$ cat src/logic/fcpd_pkg.sv
/*
 * Constants for the floppy command and parameter decoder: opcodes, field
 * positions, reset values and delay units.
 * Assumes a 20 MHz controller clock.
 */
`default_nettype none
package fcpd_pkg;
	localparam int CLK_PERIOD_NS = 50;
	localparam int HEAD_UNIT_NS  = 1000000;                      // Head delay unit, 1 ms
	localparam int HEAD_UNIT_CYC = HEAD_UNIT_NS / CLK_PERIOD_NS; // Cycles per unit
	localparam int HLT_SCALE     = 1;                            // Units per settle count
	localparam int HUT_SCALE     = 16;                           // Units per release count
	// Opcode patterns and the bits that must match
	localparam logic [7:0] OP_READ = 8'h06, MK_READ = 8'h1F;
	localparam logic [7:0] OP_WRITE = 8'h05, MK_WRITE = 8'h3F;
	localparam logic [7:0] OP_VERIFY = 8'h16, MK_VERIFY = 8'h1F;
	localparam logic [7:0] OP_SPECIFY = 8'h03, OP_SENSE = 8'h08, OP_SEEK = 8'h0F;
	localparam logic [7:0] OP_RSEEK = 8'h8F, MK_RSEEK = 8'hBF;
	localparam logic [7:0] OP_CONFIG = 8'h13, OP_PERP = 8'h12;
	localparam logic [7:0] OP_LOCK = 8'h14, MK_LOCK = 8'h7F;
	// Field positions
	localparam int OPB_MFM = 6, OPB_DIR = 6, OPB_LOCK = 7;
	localparam int PB_EC = 7, PB_HDS = 2, CFG_EIS = 6, CFG_BUFFER_DISABLE_LOW = 5;
	localparam int PRP_OW = 7, PRP_D0 = 2, PRP_GAP = 1;
	// Parameter byte counts
	localparam logic [3:0] NP_RW = 4'h8, NP_TWO = 4'h2, NP_CFG = 4'h3;
	localparam logic [3:0] NP_ONE = 4'h1, NP_NONE = 4'h0;
	// Status and reset values
	localparam logic [7:0] ST0_INVALID = 8'h80, ST0_NORMAL = 8'h00;
	localparam logic       RST_BUFFER_DISABLE_LOW = 1'b1;
	localparam logic [3:0] RST_THR = 4'h0;
	localparam logic [7:0] RST_PRECOMP_START_TRACK = 8'h00;
	localparam logic [14:0] BASE_SECTOR = 15'h0080;
	typedef enum logic [3:0] {CK_INVALID, CK_READ, CK_WRITE, CK_VERIFY, CK_SPECIFY,
		CK_SENSE, CK_SEEK, CK_RSEEK, CK_CONFIG, CK_LOCK, CK_PERP} fcpd_cmd_t;
endpackage : fcpd_pkg
`default_nettype wire

$ cat src/logic/fcpd_core.sv
/*
 * Command acceptance and parameter decoding for a floppy controller core.
 * Assumes host bytes arrive as one-cycle strobes, a seek engine and a data
 * engine answer with done pulses, and the byte engine supplies an index.
 */
`timescale 1ns/100ps
`default_nettype none

// What this block does
// - Bytes taken in command phase; opcode checked first
// - Bad opcode interrupts; sense reports invalid command
// - Cylinder is eight bits, 0 to 255
// - Perpendicular flag one marks drive perpendicular
// - Direction zero steps out, one steps in
// - Size code zero: 128 bytes, short length governs
// - Short tail: read dropped, write zeros, full CRC
// - Verify count flag makes length sectors per track
// - Buffer enable active low, disabled after reset
// - Implied seek before read or write when enabled
// - Last sector number ends multi-sector transfer
// - Gap bit alters gap 2; gap length sets gap 3
// - Head address selects head zero or one
// - Wait settle after load, release after execution
// - Lock keeps buffer settings over software reset
// - Density bit one MFM, zero FM
// - Sector size 128 times two to code, up to 7
module fcpd_core #(
	parameter int TICK_CYCLES = fcpd_pkg::HEAD_UNIT_CYC
) (
	input  wire logic        SYS_CLK,
	input  wire logic        ARST_N,
	input  wire logic        SOFT_RST,
	input  wire logic        HOST_WR,
	input  wire logic [7:0]  HOST_DATA,
	output logic             RQM,
	output logic             INT_REQ,
	output logic             INVALID_PEND,
	output logic [7:0]       SENSE_ST0,
	output logic             SENSE_DONE,
	output logic             SEEK_REQ,
	input  wire logic        SEEK_DONE,
	output logic             HEAD_LOAD,
	output logic             EXEC_GO,
	input  wire logic        EXEC_DONE,
	output logic             IS_WRITE,
	output logic [7:0]       CYLINDER,
	output logic             DRIVE_NUM,
	output logic             HEAD_NUMBER,
	output logic [7:0]       TRACK_LAST_SECTOR,
	output logic [2:0]       SIZE_CODE,
	output logic [7:0]       SHORT_SECTOR_LENGTH,
	output logic [14:0]      SECTOR_BYTES,
	output logic [14:0]      HOST_BYTES,
	output logic [7:0]       INTER_SECTOR_GAP_LEN,
	output logic             MFM_MODE,
	output logic             STEP_INWARD,
	output logic             COUNT_MODE_FLAG,
	output logic [7:0]       SECTORS_PER_TRACK,
	output logic [1:0]       PERPENDICULAR_DRIVE_FLAGS,
	output logic             GAP2_ALTER,
	output logic             BUFFER_DISABLE_LOW,
	output logic [3:0]       BUFFER_THRESHOLD,
	output logic [7:0]       PRECOMP_START_TRACK,
	output logic             IMPLIED_SEEK_ENABLE,
	output logic             LOCK_ON,
	input  wire logic        BYTE_STB,
	input  wire logic [14:0] BYTE_IDX,
	input  wire logic [7:0]  HOST_IN,
	output logic [7:0]       WR_BYTE,
	output logic             RD_PASS,
	output logic             CRC_EN
);
	import fcpd_pkg::*;

	typedef enum logic [2:0] {ST_OPCODE, ST_PARAM, ST_REJECT, ST_DECODE,
		ST_SEEK, ST_SETTLE, ST_EXEC} fcpd_state_t;

	fcpd_state_t state;
	fcpd_cmd_t   cmd;
	logic [7:0]  opcode;
	logic [7:0]  prm [8];
	logic [3:0]  pidx;
	logic [3:0]  plen;
	logic [6:0]  head_settle_delay;
	logic [3:0]  head_release_delay;
	logic [7:0]  settle_cnt;
	logic [7:0]  release_cnt;
	logic        releasing;
	logic [$clog2(TICK_CYCLES+1)-1:0] tick_cnt;
	logic        tick;
	logic        take_op;
	fcpd_cmd_t   op_kind;

	if (TICK_CYCLES < 1) begin : g_chk
		$error("TICK_CYCLES must be at least one");
	end

	// Opcode classification
	function automatic fcpd_cmd_t classify(input logic [7:0] op);
		if ((op & MK_READ) == OP_READ) return CK_READ;
		if ((op & MK_WRITE) == OP_WRITE) return CK_WRITE;
		if ((op & MK_VERIFY) == OP_VERIFY) return CK_VERIFY;
		if ((op & MK_RSEEK) == OP_RSEEK) return CK_RSEEK;
		if ((op & MK_LOCK) == OP_LOCK) return CK_LOCK;
		if (op == OP_SPECIFY) return CK_SPECIFY;
		if (op == OP_SENSE) return CK_SENSE;
		if (op == OP_SEEK) return CK_SEEK;
		if (op == OP_CONFIG) return CK_CONFIG;
		if (op == OP_PERP) return CK_PERP;
		return CK_INVALID;
	endfunction : classify

	// Parameter byte count per command
	function automatic logic [3:0] param_count(input fcpd_cmd_t k);
		unique case (k)
			CK_READ, CK_WRITE, CK_VERIFY: return NP_RW;
			CK_SPECIFY, CK_SEEK, CK_RSEEK: return NP_TWO;
			CK_CONFIG: return NP_CFG;
			CK_PERP: return NP_ONE;
			CK_INVALID, CK_SENSE, CK_LOCK: return NP_NONE;
			default: return NP_NONE; // Unused enum codes take no bytes
		endcase
	endfunction : param_count

	// Bytes are only requested while the command phase is open
	assign RQM     = (state == ST_OPCODE) || (state == ST_PARAM);
	assign take_op = HOST_WR && (state == ST_OPCODE);
	assign op_kind = classify(HOST_DATA);
	assign tick    = (tick_cnt == '0);

	// Delay unit divider
	always_ff @(posedge SYS_CLK or negedge ARST_N)
		if (!ARST_N)
			tick_cnt <= '0;
		else if (tick)
			tick_cnt <= ($clog2(TICK_CYCLES+1))'(TICK_CYCLES - 1);
		else
			tick_cnt <= tick_cnt - 1'b1;

	// Command phase sequencing
	always_ff @(posedge SYS_CLK or negedge ARST_N)
		if (!ARST_N)
		begin
			state   <= ST_OPCODE;
			cmd     <= CK_INVALID;
			opcode  <= 8'h00;
			pidx    <= 4'h0;
			plen    <= 4'h0;
			EXEC_GO <= 1'b0;
			SEEK_REQ <= 1'b0;
		end
		else if (SOFT_RST)
		begin
			state    <= ST_OPCODE;
			EXEC_GO  <= 1'b0;
			SEEK_REQ <= 1'b0;
		end
		else
		begin
			EXEC_GO  <= 1'b0;
			SEEK_REQ <= 1'b0;
			unique case (state)
				ST_OPCODE:
					if (take_op)
					begin
						opcode <= HOST_DATA;
						cmd    <= op_kind;
						pidx   <= 4'h0;
						plen   <= param_count(op_kind);
						if (op_kind == CK_INVALID)
							state <= ST_REJECT;
						else if (param_count(op_kind) == NP_NONE)
							state <= ST_DECODE;
						else
							state <= ST_PARAM;
					end
				ST_PARAM:
					if (HOST_WR)
					begin
						pidx <= pidx + 1'b1;
						if (pidx + 1'b1 == plen)
							state <= ST_DECODE;
					end
				ST_REJECT:
					state <= ST_OPCODE;
				ST_DECODE:
					if (cmd == CK_READ || cmd == CK_WRITE || cmd == CK_VERIFY)
					begin
						if (IMPLIED_SEEK_ENABLE)
						begin
							state    <= ST_SEEK;
							SEEK_REQ <= 1'b1;
						end
						else
							state <= ST_SETTLE;
					end
					else
						state <= ST_OPCODE;
				ST_SEEK:
					if (SEEK_DONE)
						state <= ST_SETTLE;
				ST_SETTLE:
					if (settle_cnt == 8'h00)
					begin
						state   <= ST_EXEC;
						EXEC_GO <= 1'b1;
					end
				ST_EXEC:
					if (EXEC_DONE)
						state <= ST_OPCODE;
			endcase
		end

	// Parameter byte capture
	always_ff @(posedge SYS_CLK)
		if (state == ST_PARAM && HOST_WR)
			prm[pidx[2:0]] <= HOST_DATA;

	// Head settle wait before the transfer starts
	always_ff @(posedge SYS_CLK or negedge ARST_N)
		if (!ARST_N)
			settle_cnt <= 8'h00;
		else if (state != ST_SETTLE)
			settle_cnt <= 8'(head_settle_delay * HLT_SCALE);
		else if (tick && settle_cnt != 8'h00)
			settle_cnt <= settle_cnt - 1'b1;

	// Head load and delayed release after execution
	always_ff @(posedge SYS_CLK or negedge ARST_N)
		if (!ARST_N)
		begin
			HEAD_LOAD   <= 1'b0;
			releasing   <= 1'b0;
			release_cnt <= 8'h00;
		end
		else if (state == ST_SETTLE)
		begin
			HEAD_LOAD <= 1'b1;
			releasing <= 1'b0;
		end
		else if (state == ST_EXEC && EXEC_DONE)
		begin
			releasing   <= 1'b1;
			release_cnt <= 8'(head_release_delay * HUT_SCALE);
		end
		else if (releasing && tick)
		begin
			if (release_cnt == 8'h00)
			begin
				HEAD_LOAD <= 1'b0;
				releasing <= 1'b0;
			end
			else
				release_cnt <= release_cnt - 1'b1;
		end

	// Invalid command status and sense answer; a new invalid beats the clear
	always_ff @(posedge SYS_CLK or negedge ARST_N)
		if (!ARST_N)
		begin
			INVALID_PEND <= 1'b0;
			SENSE_ST0    <= ST0_NORMAL;
			SENSE_DONE   <= 1'b0;
		end
		else
		begin
			SENSE_DONE <= 1'b0;
			if (take_op && op_kind == CK_INVALID)
				INVALID_PEND <= 1'b1;
			else if (state == ST_DECODE && cmd == CK_SENSE)
			begin
				SENSE_ST0    <= INVALID_PEND ? ST0_INVALID : ST0_NORMAL;
				SENSE_DONE   <= 1'b1;
				INVALID_PEND <= 1'b0;
			end
		end

	assign INT_REQ = INVALID_PEND;

	// Transfer, seek and specify command fields
	always_ff @(posedge SYS_CLK or negedge ARST_N)
		if (!ARST_N)
		begin
			IS_WRITE <= 1'b0;
			CYLINDER <= 8'h00;
			DRIVE_NUM <= 1'b0;
			HEAD_NUMBER <= 1'b0;
			TRACK_LAST_SECTOR <= 8'h00;
			SIZE_CODE <= 3'h0;
			SHORT_SECTOR_LENGTH <= 8'h00;
			SECTOR_BYTES <= BASE_SECTOR;
			HOST_BYTES <= BASE_SECTOR;
			INTER_SECTOR_GAP_LEN <= 8'h00;
			MFM_MODE <= 1'b0;
			STEP_INWARD <= 1'b0;
			COUNT_MODE_FLAG <= 1'b0;
			SECTORS_PER_TRACK <= 8'h00;
			head_settle_delay <= 7'h00;
			head_release_delay <= 4'h0;
		end
		else if (state == ST_DECODE)
		begin
			if (cmd == CK_SEEK || cmd == CK_RSEEK || cmd == CK_READ || cmd == CK_WRITE
				|| cmd == CK_VERIFY)
			begin
				DRIVE_NUM <= prm[0][0];
				CYLINDER  <= prm[1];
				HEAD_NUMBER <= prm[0][PB_HDS];
			end
			if (cmd == CK_RSEEK)
				STEP_INWARD <= opcode[OPB_DIR];
			if (cmd == CK_READ || cmd == CK_WRITE || cmd == CK_VERIFY)
			begin
				IS_WRITE <= (cmd == CK_WRITE);
				HEAD_NUMBER <= prm[2][0];
				MFM_MODE <= opcode[OPB_MFM];
				SIZE_CODE <= prm[4][2:0];
				TRACK_LAST_SECTOR <= prm[5];
				INTER_SECTOR_GAP_LEN <= prm[6];
				SHORT_SECTOR_LENGTH <= prm[7];
				SECTOR_BYTES <= BASE_SECTOR << prm[4][2:0];
				COUNT_MODE_FLAG <= (cmd == CK_VERIFY) && prm[0][PB_EC];
				if (cmd == CK_VERIFY && prm[0][PB_EC])
					SECTORS_PER_TRACK <= prm[7];
				// Short length only counts for code zero; else it is ignored
				if (prm[4][2:0] == 3'h0)
					HOST_BYTES <= (prm[7] > BASE_SECTOR[7:0]) ? BASE_SECTOR
						: {7'h00, prm[7]};
				else
					HOST_BYTES <= BASE_SECTOR << prm[4][2:0];
			end
			if (cmd == CK_SPECIFY)
			begin
				head_release_delay <= prm[0][3:0];
				head_settle_delay <= prm[1][7:1];
			end
		end

	// Configuration, lock and perpendicular settings
	always_ff @(posedge SYS_CLK or negedge ARST_N)
		if (!ARST_N)
		begin
			BUFFER_DISABLE_LOW <= RST_BUFFER_DISABLE_LOW;
			BUFFER_THRESHOLD <= RST_THR;
			PRECOMP_START_TRACK <= RST_PRECOMP_START_TRACK;
			IMPLIED_SEEK_ENABLE <= 1'b0;
			LOCK_ON <= 1'b0;
			PERPENDICULAR_DRIVE_FLAGS <= 2'h0;
			GAP2_ALTER <= 1'b0;
		end
		else if (SOFT_RST)
		begin
			if (!LOCK_ON)
			begin
				BUFFER_DISABLE_LOW <= RST_BUFFER_DISABLE_LOW;
				BUFFER_THRESHOLD <= RST_THR;
				PRECOMP_START_TRACK <= RST_PRECOMP_START_TRACK;
			end
		end
		else if (state == ST_DECODE)
		begin
			if (cmd == CK_CONFIG)
			begin
				IMPLIED_SEEK_ENABLE <= prm[1][CFG_EIS];
				BUFFER_DISABLE_LOW <= prm[1][CFG_BUFFER_DISABLE_LOW];
				BUFFER_THRESHOLD <= prm[1][3:0];
				PRECOMP_START_TRACK <= prm[2];
			end
			if (cmd == CK_LOCK)
				LOCK_ON <= opcode[OPB_LOCK];
			if (cmd == CK_PERP)
			begin
				GAP2_ALTER <= prm[0][PRP_GAP];
				if (prm[0][PRP_OW])
					PERPENDICULAR_DRIVE_FLAGS <= prm[0][PRP_D0+1:PRP_D0];
			end
		end

	// Sector tail handling: drop on read, zero fill on write, CRC over all
	always_ff @(posedge SYS_CLK or negedge ARST_N)
		if (!ARST_N)
		begin
			WR_BYTE <= 8'h00;
			RD_PASS <= 1'b0;
			CRC_EN  <= 1'b0;
		end
		else
		begin
			RD_PASS <= BYTE_STB && !IS_WRITE && (BYTE_IDX < HOST_BYTES);
			CRC_EN  <= BYTE_STB && (BYTE_IDX < SECTOR_BYTES);
			if (BYTE_STB)
				WR_BYTE <= (BYTE_IDX < HOST_BYTES) ? HOST_IN : 8'h00;
		end
endmodule : fcpd_core
`default_nettype wire

$ cat config.mk
export PLATFORM = sky130hd
export DESIGN_NAME = fcpd_core
export DESIGN_NICKNAME = d
export VERILOG_FILES = /design/src/logic/fcpd_pkg.sv /design/src/logic/fcpd_core.sv
export SDC_FILE = /design/constraint.sdc
export NUM_CORES = 1
export LEC_CHECK = 0
export ABC_AREA = 1
export BUFFER_PORTS_ARGS = -buffer_cell sky130_fd_sc_hd__clkbuf_2
export CORE_ASPECT_RATIO = 0.6
export CORE_UTILIZATION = 40
export CTS_CLUSTER_DIAMETER = 80
export DETAILED_ROUTE_END_ITERATION = 12
export PLACE_DENSITY_LB_ADDON = 0.2
export SLEW_MARGIN = 20
export SYNTH_ARGS = -nofsm -noshare
export SYNTH_HDL_FRONTEND = slang
export SYNTH_SLANG_ARGS = --single-unit
$ cat constraint.sdc
create_clock -name SYS_CLK -period 2.3 [get_ports SYS_CLK]
set_input_delay 0.46 -clock SYS_CLK [delete_from_list [all_inputs] [get_ports SYS_CLK]]
set_output_delay 0.46 -clock SYS_CLK [all_outputs]
set_load 0.01 [all_outputs]
==> results by group, run 1 <==
Final layout
  • Post-layout util: roughly 49%
  • Fill count: around 2,200
  • Most frequent cells in the layout: nand2_1 (233), dfrtp_1 (160), clkbuf_2 (144)
  • Area Growth Syn to Fin: 19.7%
  • Most common cell after layout, fill and taps aside: nand2_1
  • Share of post-route cells with drive strength above 1: approximately a fifth
  • Register Area: 5520 sq um
  • Multi-input logic area: roughly 3200 sq um
  • # diodes: 0
  • Nets: between 1,000 and 1,500

Global routing
  • First-pass GRT wire length: around 38 mm
  • Vias in the first global route: 6,644
  • Initial antenna violation count: 0
  • GRT overflow: 0
  • Total GRT Usage: between 20 and 25%
  • Largest net degree at the start of global routing: 51

Synth
  • Largest area contributor in the netlist: dfrtp_1
  • Async set or reset register ratio after synthesis: 77.3%
  • Synth top area share: 42.5%
  • Post-Syn Instances: ~990
  • Register area share after synthesis: between 50% and 60%
  • Yosys cell types: 45
  • Post-Syn Area: 9420 sq um
  • Main synth FF type: dfrtp_1
  • Mean Syn Cell Area: ~9.5 sq um
  • Warnings from Yosys: 0
  • Area contributors post-synth: dfrtp_1 (43%), edfxtp_1 (15%), nand2_1 (9.3%)
  • #FFs+latches synth: 211
  • Post-synth EDFFs: 48

Detailed routing
  • Routed vias/inst: 4.85
  • WL/cell: between 15 and 20 microns
  • Met2 routed WL: about 8.6 mm
  • TritonRoute pass-1 iters: 5
  • WL met1: 13.2 mm
  • Vias after detailed routing: 7,195
  • Met3 Wirelength: roughly 1.8 mm
  • Final wirelength: between 20 and 25 mm
  • DR top layer: met4
  • Post-route ant nets: 0
  • Iter 0 DRT Violations: 550
  • DRC viols: 0

Pwr
  • Peak supply drop: about 470 uV
  • P_sw: around 2800 uW
  • Internal Power: 6940 uW
  • Leak pwr: approximately 0.0056 uW
  • Logic pwr share: 17.1%
  • Clk pwr share: 37.0%
  • Flop pwr share: between 40% and 50%
  • PD cells: roughly 860 nW/um^2
  • Sw frac: 28.8%

Run
  • Maxcap violations: 0

STA
  • Max-slew headroom: between 40% and 50%
  • Final Hold Fails: 0
  • Period utilisation layout: approximately 90%
  • RSZ-0062 raised after global routing: no
  • Setup TNS: 0 ps
  • Slew of the pin with the lowest slew margin: ~850 ps
  • Final Skew: between 10 and 15 ps
  • # setup viols final: 0
  • Fmax: approximately 480 MHz
  • Period minus WS final: approximately 2100 ps
  • Final Max Slew Viols: 0

Worst setup path
  • Setup crit end kind: register
  • CP required: 2720 ps
  • WP data arrival: around 2500 ps
  • CP startpoint kind: register
  • CP max FO: 9
  • FF-to-FF path depth: 9
  • Crit path kind: register to register

Die
  • Die area: 24,200 sq um
  • Core Area: approximately 23,000 sq um
  • I/O Pins: 160
  • Initial core utilization: 40.8%
  • Row cnt: between 40 and 50
  • Die width: around 200 microns
  • Height of the die: ~120 microns

Status
  • Status: complete, no violations

Placement
  • PortBufs: approximately 150
  • Global placement routability congestion: 0.862
  • Post-DP HPWL: around 18 mm

Clock network
  • Worst-path clk slew: ~70 ps
  • Root buffer cell: clkbuf_16
  • Htree depth: 1
  • Clk buf depth: 3
  • Worst skew pair latency: a little over 500 ps
  • Clk sinks: around 210
  • Post-cts resize count: 0
  • Postcts setup bufs: 0
  • Num CTS Buffers: 21
  • CTS tree: yes
  • Hold-fix buffers at CTS: 1

Min path
  • Cells on Worst Hold Path: 3
  • Min-Delay Path Class: input port to register
## cells by family (layout without fill, tap and decap cells)
| kind of cell | count (synthesis) | count (layout) | share of synthesized area [%] |
|---|---|---|---|
| simple gates | 403 | 403 | 18.3 |
| buf+inv | 168 | 337 | 7.94 |
| compound gates | 159 | 159 | 9.62 |
| other cells | 1 | 14 | 0.0398 |
| flops | 211 | 211 | 58.7 |
| xor+xnor | 12 | 12 | 1.12 |
| mux | 8 | 8 | 0.890 |
| fa+ha+maj | 26 | 26 | 3.45 |
## metal layers
metal	global-route usage, %	vias up
li1	-	3552
met1	35.2	3369
met2	25.0	244
met3	4.06	30
met4	3.86	0
met5	0	-
## sequential cells by signal (all words and copies together), names as in the netlist, 4 cells and up
signal                count
prm                      48
tick_cnt                 15
HOST_BYTES               14
CYLINDER                  8
INTER_SECTOR_GAP_LEN      8
PRECOMP_START_TRACK       8
SECTORS_PER_TRACK         8
SHORT_SECTOR_LENGTH       8
TRACK_LAST_SECTOR         8
WR_BYTE                   8
release_cnt               8
settle_cnt                8
SECTOR_BYTES              7
head_settle_delay         7
BUFFER_THRESHOLD          4
cmd                       4
head_release_delay        4
pidx                      4
## power by group through the flow
stage	combinational [uW]	sequential, uW	clock [uW]
floorplan	902	4590	0
global placement	1640	4540	0
detailed placement	1660	4540	0
CTS	1670	4470	3690
global route	1880	4520	3830
finish	1660	4470	3610
## worst paths after layout
kind / to / from / slack [ps]
setup / recovery: WR_BYTE[5] / HOST_BYTES[6] / 220
max in group asynchronous: HOST_BYTES[7] / ARST_N / 1180
min in group asynchronous: SECTORS_PER_TRACK[3] / ARST_N / 450
setup reg to reg: WR_BYTE[5] / HOST_BYTES[6] / 220
hold reg to reg: INTER_SECTOR_GAP_LEN[4] / prm[6][4] / 440
hold / removal: WR_BYTE[4] / HOST_IN[4] / 210
## area by class of cell
type                    count  share of cell area [%]
clock buffers              25                    5.06
clock inverters            13                    1.32
inverters                 129                    4.35
multi-input cells         622                    28.3
flip-flops and latches    211                    49.0
well taps                 315                    3.50
repair buffers            170                    8.40
## cells in the mapped netlist (4+ instances only)
master	instances
edfxtp_1	48
clkbuf_1	6
dfrtp_1	160
nand3_1	47
buf_6	4
a31oi_1	4
mux2i_1	5
nand3b_1	4
a21oi_1	31
a22o_1	9
nand2_2	7
o211ai_1	4
xnor2_1	6
xor2_1	6
o21ai_0	81
buf_2	11
o22ai_1	8
nor2_1	73
inv_1	124
nand2_1	233
ha_1	26
o31ai_1	4
nand4_1	10
nor3_1	14
buf_4	18
o21ai_1	9
nor2_2	4
## through the flow
| step | hold slack, ps | setup slack, ps | instances | instance area, sq um | total power [uW] |
|---|---|---|---|---|---|
| floorplan | 164 | 301 | 1001 | 9470 | 5490 |
| global placement | 421 | 207 | 1446 | 10500 | 6180 |
| detailed placement | 416 | 144 | 1446 | 10500 | 6190 |
| CTS | 194 | 269 | 1485 | 11300 | 9830 |
| global route | 226 | 32.8 | 1485 | 11300 | 10200 |
| finish | 209 | 224 | 1485 | 11300 | 9740 |
## critical path, stage by stage (launching register included)
cell and delay [ps]:
dfrtp_1 340, inv_1 60, ha_1 320, nand2_1 90, inv_1 50, nand3_1 60, a21oi_1 50, o21ai_1 660
nand3_1 170, o21ai_0 190
Power figures use the tool's default switching activity.
==> run 2: changes to the inputs <==
- BUFFER_PORTS_ARGS: -buffer_cell sky130_fd_sc_hd__clkbuf_2 -> -buffer_cell sky130_fd_sc_hd__buf_2
==> run 2 against run 1 <==
  * Worst setup slack improved by 44 ps
  * Hold slack improved by 14 ps
  * Maximum frequency rose by 2.2%
  * Flip-flop and latch count did not move
  * Critical endpoint is now WR_BYTE[1]
  * Combinational power barely moved
  * Highest routed layer unchanged
  * Critical path depth fell by 2
==> results by group, run 2 (same netlist as run 1, synthesis figures left out) <==
Status
  • Status: complete, no violations (unchanged)

Final layout
  • Area Growth Syn to Fin: 19.2% (was 19.7%)
  • Most common cell after layout, fill and taps aside: nand2_1 (unchanged)
  • Share of post-route cells with drive strength above 1: 20.0% (was 20.3%)
  • Post-layout util: 48.6% (was 48.8%)
  • Nets: 1,220 (was 1,219)
  • Fill count: 2,206 (was 2,184)
  • Post-Layout Cell Count: 1,486 (was 1,485)
  • Max FFs per register: 48 (unchanged)
  • Most frequent cells in the layout: nand2_1 (233), dfrtp_1 (160), buf_2 (144) (was nand2_1 (233), dfrtp_1 (160), clkbuf_2 (144))

Pwr
  • Leak pwr: 0.00564 uW (was 0.00560 uW)
  • Internal Power: 6760 uW (was 6940 uW)
  • Clk pwr share: 35.6% (was 37.0%)
  • P_sw: 2750 uW (was 2810 uW)
  • PD cells: 847 nW/um^2 (was 864 nW/um^2)
  • Logic pwr share: 17.6% (was 17.1%)
  • Sw frac: 28.9% (was 28.8%)
  • Peak supply drop: 494 uV (was 472 uV)
  • Flop pwr share: 46.8% (was 45.9%)

Min path
  • Cells on Worst Hold Path: 3 (unchanged)
  • Hold path endpoint: RD_PASS (was WR_BYTE[4])
  • Hold Path Origin: BYTE_STB (was HOST_IN[4])
  • Min-Delay Path Class: input port to register (unchanged)

Worst setup path
  • CP startpoint kind: register (unchanged)
  • Crit path kind: register to register (unchanged)
  • Setup crit end kind: register (unchanged)
  • CP max FO: 9 (unchanged)
  • RR Startpoint: HOST_BYTES[2] (was HOST_BYTES[6])
  • WP data arrival: 2440 ps (was 2490 ps)
  • R2R Setup Slk: 270 ps (was 220 ps)
  • Reg-to-Reg End: WR_BYTE[1] (was WR_BYTE[5])
  • FF-to-FF path depth: 7 (was 9)
  • CP required: 2710 ps (was 2720 ps)

Global routing
  • First-pass GRT wire length: 38.0 mm (was 37.7 mm)
  • Initial antenna violation count: 0 (unchanged)
  • GRT overflow: 0 (unchanged)
  • Total GRT Usage: 20.3% (about the same)
  • Largest net degree at the start of global routing: 51 (unchanged)
  • Vias in the first global route: 6,731 (was 6,644)

Detailed routing
  • TritonRoute pass-1 iters: 5 (unchanged)
  • Routed vias/inst: 4.84 (was 4.85)
  • Final wirelength: 23.8 mm (was 23.9 mm)
  • WL/cell: 16.0 microns (was 16.1 microns)
  • DRC viols: 0 (unchanged)
  • Iter 0 DRT Violations: 548 (was 550)
  • Post-route ant nets: 0 (unchanged)
  • Vias after detailed routing: 7,192 (was 7,195)

STA
  • Fmax: 492 MHz (was 482 MHz)
  • Slew of the pin with the lowest slew margin: 812 ps (was 846 ps)
  • Period minus WS final: 2030 ps (was 2080 ps)
  • Final Max Slew Viols: 0 (unchanged)
  • Final Hold Fails: 0 (unchanged)
  • Setup TNS: 0 ps (unchanged)
  • Final Skew: 7.16 ps (was 13.9 ps)
  • # setup viols final: 0 (unchanged)
  • Max-slew headroom: 45.5% (was 43.2%)
  • Period utilisation layout: 88.3% (was 90.2%)
  • Hold Slack: 223 ps (was 209 ps)
  • RSZ-0062 raised after global routing: no (unchanged)

Clock network
  • Htree depth: 1 (unchanged)
  • Postcts setup bufs: 0 (unchanged)
  • Clk buf depth: 3 (unchanged)
  • Worst skew pair latency: 500 ps (was 510 ps)
  • CTS tree: yes (unchanged)
  • Root buffer cell: clkbuf_16 (unchanged)
  • Clk sinks: 211 (unchanged)
  • Num CTS Buffers: 21 (unchanged)
  • Worst-path clk slew: 60 ps (was 70 ps)

Run
  • Maxcap violations: 0 (unchanged)

Placement
  • Placed cell count: 1,447 (was 1,446)
  • PortBufs: 145 (unchanged)
  • Global placement routability congestion: 0.876 (was 0.862)
  • Post-DP HPWL: 17.5 mm (was 17.8 mm)

Die
  • Height of the die: 121 microns (unchanged)
  • Die width: 200 microns (unchanged)
  • Core Area: 23,100 sq um (unchanged)
  • Row cnt: 43 (unchanged)
  • I/O Pins: 160 (unchanged)
  • Initial core utilization: 40.8% (unchanged)
  • Die area: 24,200 sq um (unchanged)
-- run 2: metrics by stage --
step	worst slack, ps	cell area (sq um)	power (uW)
6_report	269	11200	9510
5_1_grt	71.4	11200	10000
4_1_cts	285	11200	9610
3_5_place_dp	143	10500	6200
3_3_place_gp	188	10500	6180
2_1_floorplan	301	9470	5490
-- run 2: what timing repair did --
| action | 4_1_cts | 5_1_grt |
|---|---|---|
| resized for setup | 0 | 0 |
| hold buffers | 1 | 0 |
| hold endpoints to repair | 45 | 0 |
-- run 2: worst max path at each step --
| stage | startpoint | to |
|---|---|---|
| after floorplan | state[1] | prm[2][0] |
| after global placement | BYTE_IDX[2] | WR_BYTE[2] |
| after detailed placement | BYTE_IDX[4] | WR_BYTE[1] |
| after CTS | HOST_BYTES[2] | WR_BYTE[1] |
| after global routing | HOST_BYTES[6] | WR_BYTE[6] |
| final | HOST_BYTES[2] | WR_BYTE[1] |
-- run 2: final cells by class --
type	count	area (sq um)	share of cell area [%]
Multi-Input combinational cell	622	3190	28.5
Timing Repair Buffer	171	955	8.50
Tap cell	315	394	3.51
Clock buffer	31	603	5.37
Inverter	129	490	4.37
Sequential cell	211	5520	49.2
Antenna cell	1	2.50	0.0223
Clock inverter	6	63.8	0.568
-- run 2: per-layer routing --
metal,track usage (%),routed length (microns),part of all wire [%]
met1,34.9,13200,55
met3,3.89,1540,6.5
met5,0,0,0
met2,25.7,8810,37
met4,3.29,283,1.2
-- run 2: critical path, cell delays in order, from the launching register on --
cell and delay [ps]:
dfrtp_1 350, inv_1 70, ha_1 310, a21oi_1 150
a21oi_1 90, o21ai_1 640, nand3_1 140, o21ai_0 200
-- run 2: power by group through the flow --
stage | sequential [uW] | combinational [uW] | clock [uW]
CTS | 4450 | 1690 | 3470
finish | 4450 | 1680 | 3380
floorplan | 4590 | 902 | 0
detailed placement | 4520 | 1680 | 0
global route | 4490 | 1900 | 3630
global placement | 4520 | 1660 | 0
